## src/hw/cfl_pkg.sv

```systemverilog
// Constants, types and register index map of the CPU register file.
// Overview of operation
// - Each 32-bit data pair is also reachable as an upper and a lower 16-bit half, each at its own index.
// - The first two data pairs are also reachable as four 8-bit registers each, from lower byte to upper byte.
// - The four 32-bit address registers behave like data registers and supply the base for indirect and relative addressing.
// - The 32-bit static base register supplies the base added to an offset for static-base-relative addressing.
// - The 32-bit frame base register supplies the base added to an offset for frame-base-relative addressing.
// - The 32-bit program counter always holds the address of the next instruction to execute.
// - The 32-bit vector table base register holds the start address of the relocatable vector table.
// - Two full banks exist, each with the four data pairs, four address registers, static base and frame base.
// - A user and an interrupt stack pointer exist, and flag bit 7 chooses which one is the active stack pointer.
// - The carry flag captures the carry, borrow or shifted-out bit that the ALU reports for the current operation.
// - The zero flag becomes one when a result equals zero and zero for any other result.
// - The sign flag becomes one when a result is negative and zero otherwise.
package cfl_pkg;

  localparam int unsigned REG_W = 32;
  localparam int unsigned BANK_REGS = 10;

  // Whole-register indices; 0 to 9 live in the active bank.
  localparam logic [4:0] IDX_DATA_PAIR_ZERO = 5'h00;
  localparam logic [4:0] IDX_DATA_PAIR_ONE = 5'h01;
  localparam logic [4:0] IDX_DATA_PAIR_TWO = 5'h02;
  localparam logic [4:0] IDX_DATA_PAIR_THREE = 5'h03;
  localparam logic [4:0] IDX_ADDRESS_REG_ZERO = 5'h04;
  localparam logic [4:0] IDX_ADDRESS_REG_ONE = 5'h05;
  localparam logic [4:0] IDX_ADDRESS_REG_TWO = 5'h06;
  localparam logic [4:0] IDX_ADDRESS_REG_THREE = 5'h07;
  localparam logic [4:0] IDX_STATIC_BASE = 5'h08;
  localparam logic [4:0] IDX_FRAME_BASE = 5'h09;
  localparam logic [4:0] IDX_NEXT_INSTR_POINTER = 5'h0A;
  localparam logic [4:0] IDX_VECTOR_TABLE_BASE = 5'h0B;
  localparam logic [4:0] IDX_USER_STACK_POINTER = 5'h0C;
  localparam logic [4:0] IDX_IRQ_STACK_POINTER = 5'h0D;
  localparam logic [4:0] IDX_CPU_STATUS_FLAGS = 5'h0E;
  localparam logic [4:0] IDX_ACTIVE_STACK = 5'h0F;
  // Halves: base + 2*pair + upper. Bytes: base + 4*pair + byte number.
  localparam logic [4:0] IDX_HALF_BASE = 5'h10;
  localparam logic [4:0] IDX_BYTE_BASE = 5'h18;
  localparam logic [4:0] IDX_PAIR_ZERO_UPPER_HALF = 5'h11;
  localparam logic [4:0] IDX_PAIR_ONE_LOWER_HALF = 5'h12;
  localparam logic [4:0] IDX_PAIR_ZERO_BYTE0 = 5'h18;
  localparam logic [4:0] IDX_PAIR_ONE_BYTE0 = 5'h1C;
  localparam logic [4:0] IDX_PAIR_ONE_BYTE3 = 5'h1F;

  // Flag register layout.
  localparam int unsigned FLAG_CARRY = 0;
  localparam int unsigned FLAG_DEBUG = 1;
  localparam int unsigned FLAG_ZERO = 2;
  localparam int unsigned FLAG_SIGN = 3;
  localparam int unsigned FLAG_BANK = 4;
  localparam int unsigned FLAG_STACK_SEL = 7;
  localparam logic [31:0] FLAG_WMASK = 32'h0000_009F;

  localparam logic [31:0] RST_REG = 32'h0000_0000;
  localparam logic [31:0] RST_FLAGS = 32'h0000_0000;

  typedef enum logic [2:0] {
    BASE_ADR0 = 3'h0,
    BASE_ADR1 = 3'h1,
    BASE_ADR2 = 3'h2,
    BASE_ADR3 = 3'h3,
    BASE_STATIC = 3'h4,
    BASE_FRAME = 3'h5,
    BASE_VEC = 3'h6
  } cfl_base_t;

  typedef struct packed {
    logic we;
    logic [31:0] result;
    logic carry;
  } cfl_alu_upd_t;

  typedef struct packed {
    logic valid;
    cfl_base_t base;
    logic [31:0] offset;
  } cfl_ea_req_t;

  typedef struct packed {
    logic [1:0][BANK_REGS-1:0][31:0] bank;
    logic [31:0] pc;
    logic [31:0] vtb;
    logic [31:0] usr_sp;
    logic [31:0] irq_sp;
    logic [31:0] flags;
    logic [31:0] sp;
    logic [31:0] rdata;
    logic [31:0] ea;
    logic ea_valid;
  } cfl_state_t;

endpackage

```

## src/hw/cfl_regfile.sv

```systemverilog
// CPU register file: banked general registers, pointers and flags.
//
// Our own choices: the placing of the registers and the address-and-strobe port.
`timescale 1ns/100ps
module cfl_regfile
  import cfl_pkg::*;
#(
  parameter int unsigned PC_STEP_W = 4
)(
  input wire logic mclk,
  input wire logic reset_n,
  input wire logic [4:0] reg_addr,
  input wire logic [31:0] reg_wdata,
  input wire logic reg_wr,
  input wire logic reg_rd,
  output logic [31:0] reg_rdata,
  input wire cfl_alu_upd_t alu_upd,
  input wire logic [PC_STEP_W-1:0] pc_step,
  input wire cfl_ea_req_t ea_req,
  output logic [31:0] ea_addr,
  output logic ea_valid,
  output logic [31:0] sp_active,
  output logic [31:0] next_instr_pointer,
  output logic [31:0] cpu_status_flags
);

  generate
    if (PC_STEP_W < 1 || PC_STEP_W > 8) begin : g_bad_step
      $error("PC_STEP_W must lie between 1 and 8");
    end
  endgenerate

  localparam cfl_state_t RST_STATE = '{
    bank: '0,
    pc: RST_REG,
    vtb: RST_REG,
    usr_sp: RST_REG,
    irq_sp: RST_REG,
    flags: RST_FLAGS,
    sp: RST_REG,
    rdata: RST_REG,
    ea: RST_REG,
    ea_valid: 1'b0
  };

  cfl_state_t q;
  cfl_state_t d;
  logic [3:0] full_idx;
  logic [4:0] shift;
  logic [31:0] mask;
  logic [4:0] idx5;
  logic bk;
  logic [31:0] full;
  logic [31:0] merged;
  logic [31:0] base;

  cfl_subreg_map u_map (
    .addr(reg_addr),
    .full_idx(full_idx),
    .shift(shift),
    .mask(mask)
  );

  assign idx5 = {1'b0, full_idx};

  always_comb begin
    d = q;
    // The bank flag picks which copy of the ten banked registers is seen.
    bk = q.flags[FLAG_BANK];

    unique case (idx5)
      IDX_NEXT_INSTR_POINTER: full = q.pc;
      IDX_VECTOR_TABLE_BASE: full = q.vtb;
      IDX_USER_STACK_POINTER: full = q.usr_sp;
      IDX_IRQ_STACK_POINTER: full = q.irq_sp;
      IDX_CPU_STATUS_FLAGS: full = q.flags;
      IDX_ACTIVE_STACK: full = q.sp;
      default: full = q.bank[bk][full_idx];
    endcase

    // Only the addressed lanes take new data; the rest keep their value.
    merged = (full & ~mask) | ((reg_wdata << shift) & mask);

    // Read data stands only in the cycle after the read strobe.
    d.rdata = '0;
    if (reg_rd) begin
      d.rdata = (full & mask) >> shift;
    end

    // The counter advances by the decoded length unless software loads it.
    d.pc = q.pc + 32'(pc_step);

    if (reg_wr) begin
      unique case (idx5)
        IDX_NEXT_INSTR_POINTER: d.pc = merged;
        IDX_VECTOR_TABLE_BASE: d.vtb = merged;
        IDX_USER_STACK_POINTER: d.usr_sp = merged;
        IDX_IRQ_STACK_POINTER: d.irq_sp = merged;
        // The debug flag is stored as written; keeping it zero is up to
        // software. Unused flag bits stay zero so they always read zero.
        IDX_CPU_STATUS_FLAGS: d.flags = merged & FLAG_WMASK;
        IDX_ACTIVE_STACK: begin
          if (q.flags[FLAG_STACK_SEL]) begin
            d.irq_sp = merged;
          end else begin
            d.usr_sp = merged;
          end
        end
        default: d.bank[bk][full_idx] = merged;
      endcase
    end

    // An ALU update in the same cycle as a flag write wins for C, Z and S,
    // because the instruction's own result must be visible next.
    if (alu_upd.we) begin
      d.flags[FLAG_CARRY] = alu_upd.carry;
      d.flags[FLAG_ZERO] = (alu_upd.result == 32'h0000_0000);
      d.flags[FLAG_SIGN] = alu_upd.result[31];
    end

    // The active pointer follows the select flag as it will stand next.
    d.sp = d.flags[FLAG_STACK_SEL] ? d.irq_sp : d.usr_sp;

    unique case (ea_req.base)
      BASE_ADR0: base = q.bank[bk][IDX_ADDRESS_REG_ZERO[3:0]];
      BASE_ADR1: base = q.bank[bk][IDX_ADDRESS_REG_ONE[3:0]];
      BASE_ADR2: base = q.bank[bk][IDX_ADDRESS_REG_TWO[3:0]];
      BASE_ADR3: base = q.bank[bk][IDX_ADDRESS_REG_THREE[3:0]];
      BASE_STATIC: base = q.bank[bk][IDX_STATIC_BASE[3:0]];
      BASE_FRAME: base = q.bank[bk][IDX_FRAME_BASE[3:0]];
      BASE_VEC: base = q.vtb;
      default: base = 32'h0000_0000;
    endcase
    // Address sums wrap at 32 bits, as the core's address space does.
    d.ea = base + ea_req.offset;
    d.ea_valid = ea_req.valid;
  end

  always_ff @(posedge mclk) begin
    if (!reset_n) begin
      q <= RST_STATE;
    end else begin
      q <= d;
    end
  end

  assign reg_rdata = q.rdata;
  assign ea_addr = q.ea;
  assign ea_valid = q.ea_valid;
  assign sp_active = q.sp;
  assign next_instr_pointer = q.pc;
  assign cpu_status_flags = q.flags;
endmodule

```

## src/hw/cfl_subreg_map.sv

```systemverilog
// Maps a register index onto its whole register, lane shift and lane mask.
`timescale 1ns/100ps
module cfl_subreg_map
  import cfl_pkg::*;
(
  input wire logic [4:0] addr,
  output logic [3:0] full_idx,
  output logic [4:0] shift,
  output logic [31:0] mask
);

  always_comb begin
    full_idx = addr[3:0];
    shift = 5'h00;
    mask = 32'hFFFF_FFFF;
    if (addr >= IDX_BYTE_BASE) begin
      full_idx = {3'h0, addr[2]};
      shift = {addr[1:0], 3'h0};
      mask = 32'h0000_00FF << shift;
    end else if (addr >= IDX_HALF_BASE) begin
      full_idx = {2'h0, addr[2:1]};
      shift = {addr[0], 4'h0};
      mask = 32'h0000_FFFF << shift;
    end
  end

endmodule

```

## config.mk

```make
export PLATFORM = sky130hd
export DESIGN_NAME = cfl_regfile
export DESIGN_NICKNAME = d
export VERILOG_FILES = /design/src/hw/cfl_pkg.sv /design/src/hw/cfl_regfile.sv /design/src/hw/cfl_subreg_map.sv
export SDC_FILE = /design/constraint.sdc
export NUM_CORES = 2
export LEC_CHECK = 0
export CORE_MARGIN = 5
export CORE_UTILIZATION = 25
export DETAILED_ROUTE_END_ITERATION = 10
export DONT_BUFFER_PORTS = 1
export PLACE_DENSITY = 0.35
export SLEW_MARGIN = 20
export SYNTH_ARGS = -nofsm -noshare
export SYNTH_HDL_FRONTEND = slang
export SYNTH_HIERARCHICAL = 1
export SYNTH_SLANG_ARGS = --single-unit
```

## constraint.sdc

```tcl
create_clock -name mclk -period 8.9 [get_ports mclk]
set_clock_uncertainty 0.05 [all_clocks]
set_input_delay 1.78 -clock mclk [delete_from_list [all_inputs] [get_ports mclk]]
set_output_delay 1.78 -clock mclk [all_outputs]
set_load 0.02 [all_outputs]
```

==> impl_results.md <==
- CTS tree: done
- Post-Syn Area: 45750 um^2
- Pin count of the biggest net entering global routing: 196
- Peak VDD IR: 0.1749 mV
- Worst EP arrival: 6.88 ns
- PnR Total Power: 10.03 mW
- Most frequent cells in the layout: dfxtp_1, nand2_1, nor2_1
- P&R area growth vs syn: 10.44%
- Setup Buffers After CTS: 0
- First-pass GRT wire length: 310800 um
- Drt initial violations: 3891
- PortBufs: 0
- Setup crit start kind: input pin
- Die area: 191600 um^2
- Final TNS setup: 0 ns
- Reg2reg end: ea_addr[31]
- Largest cells by area after synthesis: dfxtp_1, a211oi_1, mux4_2, nor2_1, nand2_1
- Worst Reg-to-Reg Cells: 15
- RePlAce Congestion: 0.9197
- Residual DRC: 0
- Yosys Warn Count: 6
- Post-Syn Area per Cell: 8.489 um^2
- Pre-CTS setup slack: 1.933 ns
- Slew headroom: 0.1387
- Initial core utilization: 0.2507
- Initial antenna violation count: 18
- Routed wire length: 223300 um
- Async SR Flop Fraction: 0
- Pins over their slew limit: 0
- Final setup fails: 0
- Die H: 437.8 um
- Crit Path Max Fanout: 27
- Vias after detailed routing: 40.26k
- Vias per std cell: 5.408
- Tmin final: 6.329 ns
- # rows: 157
- Routed Antenna Nets: 0
- FF+latch area: 17440 um^2
- Worst r2r src: cpu_status_flags[4]
- Post-synthesis register bit count: 871
- RSZ-0062 raised after global routing: no
- Worst-Margin Slew: 1.288 ns
- Fin util: 0.2769
- Synth top area share: 0.3812
- Post-Place Cells: 7246
- Num CTS Buffers: 106
- Final Hold Fails: 0
- Worst skew pair latency: 0.76 ns
- Leakage: 15.96 nW
- Clock Tree Root: clkbuf_16
- Max-cap viol count: 0
- Crit path to: ea_addr[31]
- Synth cell types: 99
- Clk sinks: 871
- Final worst slack: 2.571 ns
- Crit Path Class: in2reg
- PwrDens: 198.5 nW/um^2
- Final HPWL DP: 156300 um
- Sequential-to-total area share from yosys stat: 0.3812
- Core footprint: 182500 um^2
- Worst setup EP type: flop
- Synth Instances: 5389
- CP startpoint: ea_req[34]
- Synth area leader: dfxtp_1
- Total congestion overflow: 0
- Die W: 437.8 um
- Fillcell total: 19.59k
- Fin area: 50520 um^2
- Ys flop type: dfxtp_1
- Fin nets: 5121
- CTS resizes: 0
- Share of cells above drive strength 1: 0.1259
- GRT Total Usage: 0.2237
- Hold Path Class: reg2reg
- Multi-input gate area: 25120 um^2
- Fmax: 158.0 MHz
- Min Hold Slack: 0.3997 ns
- Tcrit/Tclk final: 0.7111
- Most common cell after layout, fill and taps aside: dfxtp_1
- Worst-path clk slew: 0.06 ns
- CTS max path bufs: 3
- Outcome: complete, no violations
- H-tree depth: 3
- Worst EP required: 9.46 ns
- Number of global-route vias before repair: 37.38k
- Iteration count of the initial detailed-routing pass: 6
- Io pins: 276
- WL per Instance: 29.99 um
- Dpl cell area: 46790 um^2
- R2r setup slk: 3.15 ns
- CTS Hold Bufs: 0
- Post-Layout Cell Count: 7444
- Post-synth EDFFs: 0
==> critical path, stage by stage <==
cell and delay [ns]:
inv_1 0.31, nor2_1 0.92, nand2_1 0.57, o22ai_1 0.27, a211oi_1 0.07, o21ai_0 0.24
ha_1 0.40, a21o_1 0.19, a21oi_1 0.23, a31oi_1 0.19, a211oi_1 0.62, o21ai_0 0.44
a311oi_1 0.39, xnor2_1 0.16, nor2_1 0.05
==> synthesized netlist by cell type, types with 29 or more instances <==
cell type / instances
buf_2: 73
a211oi_1: 496
mux2i_1: 211
xnor2_1: 31
a21oi_1: 402
a22oi_1: 37
o21ai_0: 96
o22ai_1: 74
nor2_1: 761
buf_4: 218
nor3_1: 45
and3_1: 35
a31oi_1: 29
mux4_2: 133
dfxtp_1: 871
clkbuf_1: 365
mux2_2: 92
nand3_1: 57
inv_1: 41
nand2_1: 750
ha_1: 35
==> routing by layer <==
layer | global-route usage | wire length [um]
met1 | 0.3107 | 101800
met2 | 0.3537 | 100000
met3 | 0.03851 | 13910
met4 | 0.07031 | 7457
met5 | 0 | 81
==> cell type report <==
| cell class | count | share of cell area |
|---|---|---|
| inverter | 46 | 0.003566 |
| antenna | 7 | 0.0003467 |
| clock buffer | 145 | 0.05958 |
| clock inverter | 46 | 0.01387 |
| multi-input combinational | 3813 | 0.4972 |
| sequential | 871 | 0.3452 |
| timing repair buffer | 131 | 0.02120 |
| tap | 2385 | 0.05906 |
==> worst min-delay path by stage <==
stage / slack [ns] / cells after the start / start / endpoint
6_report: 0.40 / 2 / q[830] / q[830]
5_1_grt: 0.42 / 2 / q[640] / q[640]
4_1_cts: 0.40 / 2 / q[626] / q[626]
3_5_place_dp: 0.39 / 2 / q[883] / q[883]
3_3_place_gp: 0.39 / 2 / q[666] / q[666]
2_1_floorplan: 0.38 / 2 / q[721] / q[721]
==> sequential cells by signal, indices dropped and copies added (netlist names) <==
| name | cells |
|---|---|
| next_instr_pointer | 32 |
| sp_active | 32 |
| cpu_status_flags | 6 |
| ea_valid | 1 |
| reg_rdata | 32 |
| ea_addr | 32 |
| q | 736 |
==> power by group <==
group | switching, mW | leakage, nW | internal [mW]
Clock | 1.90 | 1.84 | 2.82
Sequential | 0.0957 | 7.04 | 3.97
Combinational | 0.911 | 7.09 | 0.328
==> cells by family after synthesis <==
family,after synthesis,share of synthesized area
fa+ha+maj,37,0.01045
compound gates,1444,0.2142
flops,871,0.3812
xor+xnor,50,0.009573
other cells,2,0.0001642
mux,439,0.1360
buf+inv,732,0.08178
simple gates,1814,0.1666
Note: power is estimated with default switching activity, not from simulation.
